`src/tic_pkg.sv`:
```
// Constants, types and helpers shared by the timer interrupt controller files
// Operation
// - Taking an interrupt clears the global enable, blocking further acknowledgment.
// - With global enable clear, requests still set flags but are never acknowledged.
// - A full return stack withholds acknowledgment until a return pops an entry.
// - Acknowledgment pushes only the program counter, then branches to the vector.
// - Timer 0 overflow sets the timer 0 flag at control bit 5.
// - Timer 0 flag, both enables set and stack room give a call to 08h.
// - Acknowledgment clears the serviced source's flag as well as the global enable.
// - Timer 1 mirrors timer 0: enable bit 3, flag bit 6, vector 0ch.
// - Interrupt return pops and sets global enable; plain return only pops.
// - Requests between two phase-two pulses are serviced at the later pulse.
// - Simultaneous requests: timer 0 is served before timer 1.
// - A flag stays set until serviced or cleared by a software write.
// - Control bit 0 is the global enable, one enables acknowledgment.
// - Control bit 2 is the timer 0 enable, one enables that source.
// - Control bits 1, 4 and 7 always read as zero.
// - Every timer source can wake the core from halt.
// - The return stack has eight levels; full means all eight occupied.
// - A flag already set when halt is entered cannot wake the core.
package tic_pkg;
    localparam int              PC_W           = 15;
    localparam int              STACK_DEPTH    = 8;
    localparam int              IDX_W          = 4;
    localparam logic [3:0]      STACK_FULL_CNT = 4'h8;
    localparam logic [7:0]      CTRL_OFS       = 8'h0b;
    localparam int              GLOBAL_BIT     = 0;
    localparam int              T0E_BIT        = 2;
    localparam int              T1E_BIT        = 3;
    localparam int              T0FLAG_BIT     = 5;
    localparam int              T1FLAG_BIT     = 6;
    localparam logic [7:0]      CTRL_RESET     = 8'h00;
    localparam logic [7:0]      CTRL_USED      = 8'h6d;
    localparam logic [7:0]      VEC_TIMER0     = 8'h08;
    localparam logic [7:0]      VEC_TIMER1     = 8'h0c;
    localparam logic [1:0]      SRC_NONE       = 2'h0;
    localparam logic [1:0]      SRC_T0         = 2'h1;
    localparam logic [1:0]      SRC_T1         = 2'h2;

    typedef enum logic {HS_AWAKE = 1'b0, HS_HALTED = 1'b1} tic_halt_t;

    // Controller state, one word
    typedef struct packed {
        logic       globalEn;
        logic       t0En;
        logic       t1En;
        logic       t0Flag;
        logic       t1Flag;
        logic       ackPulse;
        logic [7:0] vector;
        logic [7:0] rdData;
    } tic_ctrl_t;

    // Return stack state
    typedef struct packed {
        logic [STACK_DEPTH-1:0][PC_W-1:0] entry;
        logic [2:0]                       ptr;
        logic [IDX_W-1:0]                 count;
    } tic_stack_t;

    // Halt and wake state
    typedef struct packed {
        tic_halt_t  mode;
        logic [1:0] armed;
        logic       wake;
    } tic_wake_t;

    // Fixed priority: timer 0 first
    function automatic logic [1:0] tic_pick(input logic [1:0] ready);
        tic_pick = ready[0] ? SRC_T0 : (ready[1] ? SRC_T1 : SRC_NONE);
    endfunction : tic_pick

    // Vector of a source
    function automatic logic [7:0] tic_vector(input logic [1:0] src);
        tic_vector = (src == SRC_T0) ? VEC_TIMER0 : VEC_TIMER1;
    endfunction : tic_vector
endpackage : tic_pkg

```
`src/tic_return_stack.sv`:
```
// Eight-level program counter return stack with full indication
`timescale 1ns/1ps
module tic_return_stack
(
    // Clock and reset
    input  wire logic                     clock,
    input  wire logic                     reset_n,
    // Push and pop
    input  wire logic                     push,
    input  wire logic [tic_pkg::PC_W-1:0] pushPc,
    input  wire logic                     pop,
    // Status
    output logic      [tic_pkg::PC_W-1:0] topPc,
    output logic                          full
);
    import tic_pkg::*;

    tic_stack_t stk_ff;
    tic_stack_t nxt_stk;

    // Overflowing push wraps and loses the oldest entry
    always_comb
    begin
        nxt_stk = stk_ff;
        if (push)
        begin
            nxt_stk.entry[stk_ff.ptr] = pushPc;
            nxt_stk.ptr = stk_ff.ptr + 3'd1;
            if (stk_ff.count != STACK_FULL_CNT)
                nxt_stk.count = stk_ff.count + 4'd1;
        end
        else if (pop && stk_ff.count != 4'd0)
        begin
            nxt_stk.ptr = stk_ff.ptr - 3'd1;
            nxt_stk.count = stk_ff.count - 4'd1;
        end
    end

    always_ff @(posedge clock or negedge reset_n)
    begin
        if (!reset_n)
            stk_ff <= '0;
        else
            stk_ff <= nxt_stk;
    end

    assign topPc = stk_ff.entry[stk_ff.ptr - 3'd1];
    assign full  = (stk_ff.count == STACK_FULL_CNT);

    chk_full_at_eight: assert property (@(posedge clock) disable iff (!reset_n)
        push && !pop && stk_ff.count == 4'd7 |=> full)
        else $error("stack not full after eighth push");
endmodule : tic_return_stack

```
`src/tic_wake_gate.sv`:
```
// Halt tracking and timer wake-up with flags masked at halt entry
`timescale 1ns/1ps
module tic_wake_gate
(
    // Clock and reset
    input  wire logic       clock,
    input  wire logic       reset_n,
    // Core and flags
    input  wire logic       haltEnter,
    input  wire logic [1:0] flags,
    // Wake
    output logic            halted,
    output logic            wakeUp
);
    import tic_pkg::*;

    tic_wake_t wk_ff;
    tic_wake_t nxt_wk;

    // Only flags clear at entry may wake; a stale flag would wake at once
    always_comb
    begin
        nxt_wk = wk_ff;
        nxt_wk.wake = 1'b0;
        case (wk_ff.mode)
            HS_AWAKE:
            begin
                if (haltEnter)
                begin
                    nxt_wk.mode = HS_HALTED;
                    nxt_wk.armed = ~flags;
                end
            end
            HS_HALTED:
            begin
                if (|(flags & wk_ff.armed))
                begin
                    nxt_wk.mode = HS_AWAKE;
                    nxt_wk.wake = 1'b1;
                end
            end
            default: nxt_wk.mode = HS_AWAKE;
        endcase
    end

    always_ff @(posedge clock or negedge reset_n)
    begin
        if (!reset_n)
            wk_ff <= '0;
        else
            wk_ff <= nxt_wk;
    end

    assign halted = (wk_ff.mode == HS_HALTED);
    assign wakeUp = wk_ff.wake;

    chk_wake_armed: assert property (@(posedge clock) disable iff (!reset_n)
        wakeUp |-> $past(halted) && |($past(flags) & $past(wk_ff.armed)))
        else $error("wake without an armed flag");
endmodule : tic_wake_gate

```
`src/tic_controller.sv`:
```
// Two-source timer interrupt controller with control register and vectoring
`timescale 1ns/1ps
module tic_controller
(
    // Clock and reset
    input  wire logic                     clock,
    input  wire logic                     reset_n,
    // Data memory access to the control register
    input  wire logic [7:0]               regAddr,
    input  wire logic                     regWrEn,
    input  wire logic [7:0]               regWrData,
    output logic      [7:0]               regRdData,
    // Timer events
    input  wire logic                     timer0Overflow,
    input  wire logic                     timer1Overflow,
    // Core sequencing
    input  wire logic                     phaseTwoPulse,
    input  wire logic                     callInstr,
    input  wire logic                     irqReturnInstr,
    input  wire logic                     plainReturnInstr,
    input  wire logic                     haltEnter,
    input  wire logic [tic_pkg::PC_W-1:0] pcIn,
    // Answers to the core
    output logic                          irqAck,
    output logic      [7:0]               irqVector,
    output logic      [tic_pkg::PC_W-1:0] returnPc,
    output logic                          stackFull,
    output logic                          halted,
    output logic                          wakeUp
);
    import tic_pkg::*;

    tic_ctrl_t  ctrl_ff;
    tic_ctrl_t  nxt_ctrl;
    logic       ctrlWrite;
    logic       popReq;
    logic [1:0] ready;
    logic [1:0] src;
    logic       takeIrq;
    logic [7:0] ctrlImage;

    // Register decode and pops
    assign ctrlWrite = regWrEn && (regAddr == CTRL_OFS);
    assign popReq    = irqReturnInstr || plainReturnInstr;

    // Per-source readiness, enable gating the flag
    assign ready = {ctrl_ff.t1Flag & ctrl_ff.t1En,
                    ctrl_ff.t0Flag & ctrl_ff.t0En};
    assign src   = tic_pick(ready);

    // Decision only on the phase-two pulse; flags collected since the last one
    // A same-cycle call or return owns the stack, so the decision waits
    assign takeIrq = phaseTwoPulse
                     && ctrl_ff.globalEn
                     && !stackFull
                     && !callInstr
                     && !popReq
                     && (src != SRC_NONE);

    // Register image; unused bits stay zero
    always_comb
    begin
        ctrlImage = 8'h00;
        ctrlImage[GLOBAL_BIT] = ctrl_ff.globalEn;
        ctrlImage[T0E_BIT] = ctrl_ff.t0En;
        ctrlImage[T1E_BIT] = ctrl_ff.t1En;
        ctrlImage[T0FLAG_BIT] = ctrl_ff.t0Flag;
        ctrlImage[T1FLAG_BIT] = ctrl_ff.t1Flag;
    end

    // Next state: write, then return, then acknowledge, then hardware sets
    always_comb
    begin
        nxt_ctrl = ctrl_ff;
        if (ctrlWrite)
        begin
            nxt_ctrl.globalEn = regWrData[GLOBAL_BIT];
            nxt_ctrl.t0En = regWrData[T0E_BIT];
            nxt_ctrl.t1En = regWrData[T1E_BIT];
            nxt_ctrl.t0Flag = regWrData[T0FLAG_BIT];
            nxt_ctrl.t1Flag = regWrData[T1FLAG_BIT];
        end
        if (irqReturnInstr)
            nxt_ctrl.globalEn = 1'b1;
        if (takeIrq)
        begin
            nxt_ctrl.globalEn = 1'b0;
            if (src == SRC_T0)
                nxt_ctrl.t0Flag = 1'b0;
            else
                nxt_ctrl.t1Flag = 1'b0;
            nxt_ctrl.vector = tic_vector(src);
        end
        // Hardware set last, so an overflow is never lost to a clear
        if (timer0Overflow)
            nxt_ctrl.t0Flag = 1'b1;
        if (timer1Overflow)
            nxt_ctrl.t1Flag = 1'b1;
        nxt_ctrl.ackPulse = takeIrq;
        nxt_ctrl.rdData = (regAddr == CTRL_OFS) ? ctrlImage : 8'h00;
    end

    // Reset leaves every enable and flag clear
    always_ff @(posedge clock or negedge reset_n)
    begin
        if (!reset_n)
        begin
            ctrl_ff <= '0;
            ctrl_ff.rdData <= CTRL_RESET;
        end
        else
            ctrl_ff <= nxt_ctrl;
    end

    // Only the program counter is saved; the core restores nothing else
    tic_return_stack u_stack
    (
        .clock   (clock),
        .reset_n (reset_n),
        .push    (callInstr || takeIrq),
        .pushPc  (pcIn),
        .pop     (popReq),
        .topPc   (returnPc),
        .full    (stackFull)
    );

    // Wake sees the raw flags; enables do not matter for wake-up
    tic_wake_gate u_wake
    (
        .clock     (clock),
        .reset_n   (reset_n),
        .haltEnter (haltEnter),
        .flags     ({ctrl_ff.t1Flag, ctrl_ff.t0Flag}),
        .halted    (halted),
        .wakeUp    (wakeUp)
    );

    // Outputs to the core
    assign irqAck    = ctrl_ff.ackPulse;
    assign irqVector = ctrl_ff.vector;
    assign regRdData = ctrl_ff.rdData;

    // Checks

    chk_ack_clears_global: assert property (@(posedge clock) disable iff (!reset_n)
        takeIrq |=> !ctrl_ff.globalEn && irqAck)
        else $error("global enable still set after acknowledge");

    chk_ack_needs_global: assert property (@(posedge clock) disable iff (!reset_n)
        irqAck |-> $past(ctrl_ff.globalEn))
        else $error("acknowledge with global enable clear");

    chk_full_blocks: assert property (@(posedge clock) disable iff (!reset_n)
        irqAck |-> !$past(stackFull))
        else $error("acknowledge while stack full");

    chk_push_on_ack: assert property (@(posedge clock) disable iff (!reset_n)
        takeIrq && !stackFull |=> returnPc == $past(pcIn))
        else $error("program counter not pushed on acknowledge");

    chk_t0_sets: assert property (@(posedge clock) disable iff (!reset_n)
        timer0Overflow |=> ctrl_ff.t0Flag && regAddr != CTRL_OFS || ctrlImage[T0FLAG_BIT])
        else $error("timer 0 overflow did not set its flag");

    chk_t0_vector: assert property (@(posedge clock) disable iff (!reset_n)
        irqAck && irqVector == VEC_TIMER0 |-> $past(ctrl_ff.t0Flag) && $past(ctrl_ff.t0En))
        else $error("vector 08h without timer 0 request");

    chk_t1_vector: assert property (@(posedge clock) disable iff (!reset_n)
        irqAck && irqVector == VEC_TIMER1 |-> $past(ctrl_ff.t1Flag) && $past(ctrl_ff.t1En)
        && !($past(ctrl_ff.t0Flag) && $past(ctrl_ff.t0En)))
        else $error("vector 0ch taken wrongly");

    chk_flag_cleared: assert property (@(posedge clock) disable iff (!reset_n)
        takeIrq && src == SRC_T0 && !timer0Overflow |=> !ctrl_ff.t0Flag)
        else $error("serviced timer 0 flag not cleared");

    chk_irq_return_sets: assert property (@(posedge clock) disable iff (!reset_n)
        irqReturnInstr |=> ctrl_ff.globalEn)
        else $error("interrupt return did not set global enable");

    chk_plain_keeps_global: assert property (@(posedge clock) disable iff (!reset_n)
        plainReturnInstr && !irqReturnInstr && !ctrlWrite |=> ctrl_ff.globalEn == $past(ctrl_ff.globalEn))
        else $error("plain return changed global enable");

    chk_phase_only: assert property (@(posedge clock) disable iff (!reset_n)
        irqAck |-> $past(phaseTwoPulse))
        else $error("acknowledge outside a phase-two pulse");

    chk_priority: assert property (@(posedge clock) disable iff (!reset_n)
        takeIrq && ready == 2'b11 && !ctrlWrite |=> irqVector == VEC_TIMER0 && ctrl_ff.t1Flag)
        else $error("timer 1 served before timer 0");

    chk_flag_holds: assert property (@(posedge clock) disable iff (!reset_n)
        ctrl_ff.t1Flag && !takeIrq && !ctrlWrite |=> ctrl_ff.t1Flag)
        else $error("timer 1 flag dropped on its own");

    chk_unused_zero: assert property (@(posedge clock) disable iff (!reset_n)
        (regRdData & ~CTRL_USED) == 8'h00)
        else $error("unused control bits read nonzero");

    chk_set_wins: assert property (@(posedge clock) disable iff (!reset_n)
        timer1Overflow && ctrlWrite && !regWrData[T1FLAG_BIT] |=> ctrl_ff.t1Flag)
        else $error("software clear beat timer 1 overflow");

    chk_read_back: assert property (@(posedge clock) disable iff (!reset_n)
        ctrlWrite && !timer0Overflow && !timer1Overflow && !takeIrq && !irqReturnInstr
        ##1 regAddr == CTRL_OFS |=> regRdData == ($past(regWrData, 2) & CTRL_USED))
        else $error("control register read back mismatch");

    // Flag checks; the hardware set must survive every clear
    chk_t1_sets: assert property (@(posedge clock) disable iff (!reset_n)
        timer1Overflow |=> ctrl_ff.t1Flag)
        else $error("timer 1 overflow did not set its flag");

    chk_t1_cleared: assert property (@(posedge clock) disable iff (!reset_n)
        takeIrq && src == SRC_T1 && !timer1Overflow |=> !ctrl_ff.t1Flag)
        else $error("serviced timer 1 flag not cleared");

    chk_t0_holds: assert property (@(posedge clock) disable iff (!reset_n)
        ctrl_ff.t0Flag && !takeIrq && !ctrlWrite |=> ctrl_ff.t0Flag)
        else $error("timer 0 flag dropped on its own");

    chk_t0_set_wins: assert property (@(posedge clock) disable iff (!reset_n)
        timer0Overflow && ctrlWrite && !regWrData[T0FLAG_BIT] |=> ctrl_ff.t0Flag)
        else $error("software clear beat timer 0 overflow");

    chk_set_beats_ack: assert property (@(posedge clock) disable iff (!reset_n)
        timer0Overflow && takeIrq |=> ctrl_ff.t0Flag)
        else $error("acknowledge clear beat timer 0 overflow");

    // Enable checks
    chk_global_write_set: assert property (@(posedge clock) disable iff (!reset_n)
        ctrlWrite && regWrData[GLOBAL_BIT] && !takeIrq |=> ctrl_ff.globalEn)
        else $error("global enable write of one lost");

    chk_global_write_clr: assert property (@(posedge clock) disable iff (!reset_n)
        ctrlWrite && !regWrData[GLOBAL_BIT] && !irqReturnInstr |=> !ctrl_ff.globalEn)
        else $error("global enable write of zero lost");

    chk_t0_enable_set: assert property (@(posedge clock) disable iff (!reset_n)
        ctrlWrite && regWrData[T0E_BIT] |=> ctrl_ff.t0En)
        else $error("timer 0 enable not set");

    chk_t0_enable_clr: assert property (@(posedge clock) disable iff (!reset_n)
        ctrlWrite && !regWrData[T0E_BIT] |=> !ctrl_ff.t0En)
        else $error("timer 0 enable not cleared");

    chk_t1_enable_set: assert property (@(posedge clock) disable iff (!reset_n)
        ctrlWrite && regWrData[T1E_BIT] |=> ctrl_ff.t1En)
        else $error("timer 1 enable not set");

    chk_enables_hold: assert property (@(posedge clock) disable iff (!reset_n)
        !ctrlWrite |=> $stable(ctrl_ff.t0En) && $stable(ctrl_ff.t1En))
        else $error("source enable changed without a write");

    // Acknowledge checks
    chk_ack_one_cycle: assert property (@(posedge clock) disable iff (!reset_n)
        irqAck |=> !irqAck)
        else $error("acknowledge longer than one cycle");

    chk_call_blocks_ack: assert property (@(posedge clock) disable iff (!reset_n)
        callInstr |=> !irqAck)
        else $error("acknowledge in a call cycle");

    chk_pop_blocks_ack: assert property (@(posedge clock) disable iff (!reset_n)
        popReq |=> !irqAck)
        else $error("acknowledge in a return cycle");

    chk_ack_has_vector: assert property (@(posedge clock) disable iff (!reset_n)
        irqAck |-> irqVector == VEC_TIMER0 || irqVector == VEC_TIMER1)
        else $error("acknowledge with unknown vector");

    chk_vector_holds: assert property (@(posedge clock) disable iff (!reset_n)
        !irqAck |-> $stable(irqVector))
        else $error("vector changed without acknowledge");

    chk_disabled_no_ack: assert property (@(posedge clock) disable iff (!reset_n)
        !ctrl_ff.t0En && !ctrl_ff.t1En |=> !irqAck)
        else $error("acknowledge with both sources disabled");

    chk_t0_taken: assert property (@(posedge clock) disable iff (!reset_n)
        phaseTwoPulse && ctrl_ff.globalEn && !stackFull && !callInstr && !popReq && ready[0]
        |=> irqAck && irqVector == VEC_TIMER0)
        else $error("timer 0 request not taken");

    chk_t1_taken: assert property (@(posedge clock) disable iff (!reset_n)
        phaseTwoPulse && ctrl_ff.globalEn && !stackFull && !callInstr && !popReq && ready == 2'b10
        |=> irqAck && irqVector == VEC_TIMER1)
        else $error("timer 1 request not taken");

    chk_full_takes_none: assert property (@(posedge clock) disable iff (!reset_n)
        stackFull |=> !irqAck)
        else $error("acknowledge after stack full");

    chk_pop_frees_level: assert property (@(posedge clock) disable iff (!reset_n)
        stackFull && popReq && !callInstr |=> !stackFull)
        else $error("return did not free a level");

    // Read path checks
    chk_unmapped_read: assert property (@(posedge clock) disable iff (!reset_n)
        regAddr != CTRL_OFS |=> regRdData == 8'h00)
        else $error("unmapped address read nonzero");

    chk_image_read: assert property (@(posedge clock) disable iff (!reset_n)
        regAddr == CTRL_OFS |=> regRdData == $past(ctrlImage))
        else $error("control read differs from register state");
endmodule : tic_controller

```
`config.mk`:
```
export PLATFORM = sky130hd
export DESIGN_NAME = tic_controller
export DESIGN_NICKNAME = d
export VERILOG_FILES = /design/src/tic_pkg.sv /design/src/tic_return_stack.sv /design/src/tic_wake_gate.sv /design/src/tic_controller.sv
export SDC_FILE = /design/constraint.sdc
export NUM_CORES = 1
export LEC_CHECK = 0
export BUFFER_PORTS_ARGS = -buffer_cell sky130_fd_sc_hd__buf_2
export CAP_MARGIN = 5
export CORE_MARGIN = 5
export CORE_UTILIZATION = 45
export CTS_BUF_LIST = sky130_fd_sc_hd__clkbuf_2 sky130_fd_sc_hd__clkbuf_4 sky130_fd_sc_hd__clkbuf_8
export CTS_CLUSTER_SIZE = 14
export DETAILED_ROUTE_END_ITERATION = 6
export PLACE_DENSITY = 0.6
export SLEW_MARGIN = 30
export SYNTH_ARGS = -nofsm -noshare
export SYNTH_HDL_FRONTEND = slang
export SYNTH_SLANG_ARGS = --single-unit
```
`constraint.sdc`:
```
create_clock -name clock -period 5.5 [get_ports clock]
set_input_delay 0.275 -clock clock [delete_from_list [all_inputs] [get_ports clock]]
set_output_delay 0.275 -clock clock [all_outputs]
set_load 0.005 [all_outputs]
```
==> results of run 1 <==
flip-flops by register name, indices dropped and copies added (netlist names):
signal and count:
u_wake.halted 1, u_wake.wakeUp 1, u_stack.stk_ff 127, u_wake.wk_ff 2, irqVector 2, regRdData 5, ctrlImage 5, irqAck 1
cells in the final DEF, fill, tap and decap left out, drive strengths merged, types with 5 or more instances in the layout:
cell and n:
clkbuf 23, nand2 7, xor2 5, dfrtp 144, mux4 30, inv 7, conb 9, buf 71
and2 5, mux2 138
power breakdown:
part | internal [mW] | switching (mW) | total, mW
Combinational | 1.33 | 0.821 | 2.15
Sequential | 1.54 | 0.269 | 1.81
Clock | 0.432 | 0.373 | 0.805
per-stage QoR:
step	total power [mW]	hold slack [ns]	instance area, sq um
detailed placement	4.03	0.310	7260
floorplan	3.40	-0.0206	6850
finish	4.77	0.0286	7640
global route	5.10	0.00690	7640
global placement	3.96	0.306	7230
CTS	4.85	0.00121	7640
layer usage:
metal / vias up / GRT usage / part of all wire
met1: 1957 / 0.221 / 0.46
li1: 1670 / - / -
met5: - / 0 / 0
met3: 16 / 0.0445 / 0.040
met2: 66 / 0.266 / 0.49
met4: 0 / 0.0491 / 0.011
cell type report:
cell class / count / area, sq um / share of cell area
inverters: 7 / 26.3 / 0.00344
clock buffers: 23 / 285 / 0.0373
clock inverters: 7 / 87.6 / 0.0115
well taps: 188 / 235 / 0.0308
repair buffers: 72 / 412 / 0.0539
flip-flops and latches: 144 / 3600 / 0.472
multi-input cells: 247 / 2990 / 0.391
logic make-up after synthesis:
| logic type | Yosys count | share of synthesized area |
|---|---|---|
| AOI/OAI and AO/OA | 18 | 0.0204 |
| xor gates and xnor gates | 6 | 0.00771 |
| buffers and inverters | 40 | 0.0406 |
| adders and majority gates | 3 | 0.00551 |
| DFF | 144 | 0.529 |
| and+or+nand+nor | 39 | 0.0418 |
| other | 1 | 0.000550 |
| muxes | 172 | 0.355 |
repair_timing:
item | in CTS | in global routing
setup buffers | 0 | 0
hold endpoints to repair | 64 | 0
hold buffers | 1 | 0
how the worst max path moves through the flow:
stage	depth (start not counted)	slack (ns)	from	endpoint
global route	5	2.17	u_stack.stk_ff[5]$_DFFE_PN0P_	returnPc[13]
detailed placement	4	2.62	u_stack.stk_ff[1]$_DFFE_PN0P_	u_stack.stk_ff[46]$_DFFE_PN0P_
finish	5	2.32	u_stack.stk_ff[5]$_DFFE_PN0P_	returnPc[14]
global placement	4	2.53	u_stack.stk_ff[1]$_DFFE_PN0P_	u_stack.stk_ff[69]$_DFFE_PN0P_
CTS	5	2.26	u_stack.stk_ff[5]$_DFFE_PN0P_	returnPc[13]
floorplan	8	3.20	u_stack.stk_ff[2]$_DFFE_PN0P_	u_stack.stk_ff[2]$_DFFE_PN0P_
==> summary.md, run 1 <==
| Metric | Value |
|---|---|
| Number of port buffers | `63` |
| Capture instance of the worst register-to-register path | `u_stack.stk_ff[46]$_DFFE_PN0P_` |
| Final-stage net count | `533` |
| Library cell occupying the most area in the post-synthesis netlist | `dfrtp_1` |
| Post-Route Utilization | `0.508` |
| Clock network latency to the later pin of the worst-skew pair | `0.44 ns` |
| Cells after Synth | `423` |
| Pre-CTS setup slack | `2.62 ns` |
| Kind of end point of the critical path | `output port` |
| Yosys reg bits | `144` |
| Most common flop cell mapped by yosys | `dfrtp_1` |
| Total GRT Usage | `0.165` |
| Largest incremental delay on the critical path | `0.96 ns` |
| Antenna violations before repair | `0` |
| Leakage power summed over all cells | `3.46 nW` |
| Type of origin of the critical path | `register` |
| Number of hold-slack violations in the final timing report | `0` |
| Routed via count divided by cell count | `5.39` |
| Worst min-delay path endpoint | `ctrlImage[6]$_DFF_PN0_` |
| Max-capacitance violation count | `0` |
| Most common library cells after synthesis | `dfrtp_1, mux2_2, mux2_4, mux4_2` |
| Maximum number of pins on one net before global-route repair | `66` |
| Filler cell count in the final layout | `1,313` |
| Critical path type | `reg2out` |
| Type of the worst min-delay path | `in2reg` |
| Worst r2r path cells | `4` |
| X dimension of the die | `133 um` |
| Post-route antenna net violation count | `0` |
| Max Fclk | `314 MHz` |
| Total clock buffers created by CTS | `17` |
| Final Max Slew Viols | `0` |
| Fraction of layout cells with a size suffix above 1 | `0.566` |
| Count leader, synth | `dfrtp_1` |
| Clock H-tree levels | `4` |
| Filler-free cell count of the finished design | `688` |
| Pin slew with the least headroom to its limit | `0.917 ns` |
| Proportion of netlist area held by the largest area contributor | `0.529` |
| Wire length of the first global-routing pass | `22.5 mm` |
| Total gr overflow | `0` |
| Worst Clk Skew | `0.00640 ns` |
| Worst hold stages | `2` |
| Fraction of the yosys area taken by sequential cells | `0.529` |
| Crit path max-delay family | `adder cells` |
| Critical-path maximum fanout | `32` |
| Async set-or-reset flop fraction in the synthesized netlist | `1.00` |
| CTS root buffer | `clkbuf_8` |
| TritonCTS clock tree | `done` |
| RR Startpoint | `u_stack.stk_ff[1]$_DFFE_PN0P_` |
| DR pass1 iterations | `4` |
| # setup viols final | `0` |
| Cell area after synthesis | `6820 sq um` |
| Maximum root-to-sink buffer count | `2` |
| Ports placed on the boundary | `76` |
| Synthesized area per cell | `16.1 sq um` |
| Tightest slew margin relative to the limit | `0.388` |
| Estimated wirelength of the detail-placed design | `8.53 mm` |
| Unrepaired setup endpoints after global routing | `no` |
| Core box area | `15,000 sq um` |
| Wire length after detailed routing | `13.6 mm` |
| Critical hold path startpoint | `timer1Overflow` |
| Remaining routing DRC violations | `0` |
| WP data arrival | `2.91 ns` |
| Cell Pwr Density | `624 nW/um^2` |
| Setup tns final | `0 ns` |
| Final worst-path cycle share | `0.578` |
| Top cells by area, synth | `dfrtp_1, mux2_2, mux4_2, mux2_4, buf_6` |
| Outcome | `complete, no violations` |
| Vias post-DR | `3,709` |
| Inst Count DP | `657` |
| TritonCTS Sinks | `144` |
| Tmin final | `3.18 ns` |
| Library cell contributing the largest single delay on the critical path | `ha_2` |
| List of cells traversed by the critical path | `inv_1 > ha_2 > mux4_2 > mux2_2 > buf_2` |
| Layout Area Growth over Synthesis | `12.1%` |
| Worst Slack Setup Final | `2.32 ns` |
| Buf/Inv on CP | `2` |
| Starting Density | `0.454` |
| Total of warnings raised by yosys | `0` |
| Count of flip-flops with a built-in enable after synthesis | `0` |
| Number of distinct standard cells referenced by the synthesized netlist | `48` |
| Std cell rows | `45` |
| Height of the die | `133 um` |
| VDD IR-drop max | `0.000328 V` |
| Starting DRC count in detailed routing | `127` |
| Clock input transition at the sequential cells of the worst setup and hold paths | `0.07 ns` |
| Vias in the first global route | `4,129` |
| Number of cells upsized or downsized after cts | `0` |
| Routed wire length per instance | `19.7 um` |
| Placer's final routability congestion estimate | `0.765` |
| Setup slack, reg-to-reg | `2.64 ns` |
| DIE AREA | `17,700 sq um` |
| Antenna cells | `0` |
| Endpoint required time on the critical path | `5.22 ns` |
Power figures use the tool's default switching activity.
==> run 2: changes to the inputs <==
- PLACE_DENSITY: 0.6 -> 0.62
- clock period: 5.5 -> 2.9 ns (I/O delays scaled with it)
==> run 2 against run 1 <==
Net effect:
- non-clock buffer count grew 21
- wire length is 2.7% higher
- register-to-register slack got worse by 2.4 ns
- largest cell class unchanged
- sequential share of layout area decreased by 1.7 points
==> summary.md, run 2 (synthesized netlist as in run 1, its figures left out) <==
| Metric | Value |
|---|---|
| Outcome | `complete, no violations (unchanged)` |
| Number of hold-slack violations in the final timing report | `0 (unchanged)` |
| Filler cell count in the final layout | `1,244 (was 1,313)` |
| Tmin final | `2.75 ns` |
| Routed wire length per instance | `19.6 um (was 19.7 um)` |
| Fraction of layout cells with a size suffix above 1 | `0.563 (was 0.566)` |
| Type of the worst min-delay path | `in2reg (unchanged)` |
| Kind of end point of the critical path | `output port (unchanged)` |
| Critical path type | `reg2out (unchanged)` |
| Number of port buffers | `63 (unchanged)` |
| VDD IR-drop max | `0.000690 V (was 0.000328 V)` |
| Largest register by flop count | `u_stack.stk_ff (unchanged)` |
| Starting Density | `0.454 (unchanged)` |
| Leading cell type in the layout, fill and taps excluded | `dfrtp_1 (unchanged)` |
| CTS root buffer | `clkbuf_8 (unchanged)` |
| Setup tns final | `0 ns (unchanged)` |
| Starting DRC count in detailed routing | `170 (was 127)` |
| Maximum root-to-sink buffer count | `2 (unchanged)` |
| Final worst-path cycle share | `0.948` |
| Antenna violations before repair | `0 (unchanged)` |
| Tightest slew margin relative to the limit | `0.479 (was 0.388)` |
| Post-Route Utilization | `0.528 (was 0.508)` |
| Hold slack final | `0.0386 ns (was 0.0286 ns)` |
| Std cell rows | `45 (unchanged)` |
| DIE AREA | `17,700 sq um (unchanged)` |
| Area after DPL | `7360 sq um (was 7260 sq um)` |
| Max-capacitance violation count | `0 (unchanged)` |
| RR Startpoint | `u_stack.stk_ff[2]$_DFFE_PN0P_ (was u_stack.stk_ff[1]$_DFFE_PN0P_)` |
| Worst setup path startpoint | `u_stack.stk_ff[4]$_DFFE_PN0P_ (was u_stack.stk_ff[5]$_DFFE_PN0P_)` |
| # setup viols final | `0 (unchanged)` |
| TritonCTS Sinks | `144 (unchanged)` |
| Endpoint required time on the critical path | `2.76 ns (was 5.22 ns)` |
| Vias post-DR | `3,822 (was 3,709)` |
| Flip-flop count of the largest register, all copies and words added | `127 (unchanged)` |
| Ports placed on the boundary | `76 (unchanged)` |
| Clock network latency to the later pin of the worst-skew pair | `0.45 ns (was 0.44 ns)` |
| X dimension of the die | `133 um (unchanged)` |
| Type of origin of the critical path | `register (unchanged)` |
| Maximum number of pins on one net before global-route repair | `83 (was 66)` |
| Wire length after detailed routing | `13.9 mm (was 13.6 mm)` |
| TritonCTS clock tree | `done (unchanged)` |
| Remaining routing DRC violations | `0 (unchanged)` |
| Cell Pwr Density | `1200 nW/um^2 (was 624 nW/um^2)` |
| Critical-path maximum fanout | `13 (was 32)` |
| Critical hold path startpoint | `pcIn[4] (was timer1Overflow)` |
| Total clock buffers created by CTS | `17 (unchanged)` |
| Unrepaired setup endpoints after global routing | `no (unchanged)` |
| Height of the die | `133 um (unchanged)` |
| Clock input transition at the sequential cells of the worst setup and hold paths | `0.08 ns (was 0.07 ns)` |
| WP data arrival | `2.60 ns (was 2.91 ns)` |
| Worst Clk Skew | `0.0128 ns (was 0.00640 ns)` |
| Placer's final routability congestion estimate | `0.711 (was 0.765)` |
| Estimated wirelength of the detail-placed design | `9.13 mm (was 8.53 mm)` |
| Post-route antenna net violation count | `0 (unchanged)` |
| Core box area | `15,000 sq um (unchanged)` |
| Pin slew with the least headroom to its limit | `0.779 ns (was 0.917 ns)` |
| Layout Area Growth over Synthesis | `16.4% (was 12.1%)` |
| Final Max Slew Viols | `0 (unchanged)` |
| Leakage power summed over all cells | `3.57 nW (was 3.46 nW)` |
| DR pass1 iterations | `4 (unchanged)` |
| Max Fclk | `364 MHz` |
| Total GRT Usage | `0.169 (was 0.165)` |
| Total gr overflow | `0 (unchanged)` |
| Clock H-tree levels | `4 (unchanged)` |
| Routed via count divided by cell count | `5.38 (was 5.39)` |
| Vias in the first global route | `4,236 (was 4,129)` |
| Antenna cells | `0 (unchanged)` |
| Post-route cell area | `7940 sq um (was 7640 sq um)` |
| Final-stage net count | `554 (was 533)` |
| Most frequent cells in the layout | `dfrtp_1, mux2_2, buf_2, mux2_4, mux4_2 (unchanged)` |
| Wire length of the first global-routing pass | `23.1 mm (was 22.5 mm)` |
==> run 2: final timing paths <==
kind | to | slack (ns) | depth (start not counted)
setup / recovery | returnPc[8] | 0.15 | 6
hold / removal | u_stack.stk_ff[86]$_DFFE_PN0P_ | 0.04 | 2
setup reg to reg | u_stack.stk_ff[2]$_DFFE_PN0P_ | 0.26 | 7
hold reg to reg | irqVector[3]$_DFFE_PN0P_ | 0.48 | 1
max in group asynchronous | u_stack.stk_ff[14]$_DFFE_PN0P_ | 1.74 | 3
min in group asynchronous | u_stack.stk_ff[62]$_DFFE_PN0P_ | 0.33 | 2
==> run 2: timing repair <==
action | in CTS | in global routing
hold buffers | 10 | 0
resized for setup | 1 | 2
endpoints found under the setup margin | 3 | 9
pin swaps | 0 | 0
endpoints found under the hold margin | 85 | 0
setup buffers | 0 | 0
cloned | 0 | 0
==> run 2: through the flow <==
| stage | setup slack (ns) | power, mW | instances |
|---|---|---|---|
| 5_1_grt | 0.0300 | 10.1 | 710 |
| 3_5_place_dp | 0.269 | 7.75 | 669 |
| 6_report | 0.152 | 9.51 | 710 |
| 3_3_place_gp | 0.358 | 7.60 | 669 |
| 2_1_floorplan | 0.595 | 6.45 | 431 |
| 4_1_cts | 0.0267 | 9.61 | 710 |
==> run 2: critical path, cell delays in order, from the launching register on <==
cell and delay (ns):
dfrtp_4 0.58, inv_2 0.21, ha_1 0.34, xor2_4 0.32, buf_12 0.21, mux2_2 0.37
buf_2 0.13
==> run 2: power breakdown <==
part           internal (mW)  leakage [nW]  switching [mW]  total [mW]
Clock                   1.03         0.207           0.772        1.80
Sequential              2.93          1.74           0.557        3.49
Combinational           2.64          1.62            1.59        4.22
==> run 2: routing by layer <==
layer	global-route usage	vias to the layer above	share of wire
met5	0	-	0
met3	0.0426	16	0.032
met1	0.230	2022	0.47
li1	-	1725	-
met4	0.0525	0	0.014
met2	0.267	59	0.49
==> run 2: cell type report <==
type | count | area [sq um] | share of cell area
repair buffers | 93 | 613 | 0.0773
clock inverters | 13 | 213 | 0.0268
multi-input cells | 247 | 3000 | 0.378
flip-flops and latches | 144 | 3610 | 0.455
inverters | 7 | 26.3 | 0.00331
well taps | 188 | 235 | 0.0296
clock buffers | 18 | 241 | 0.0304
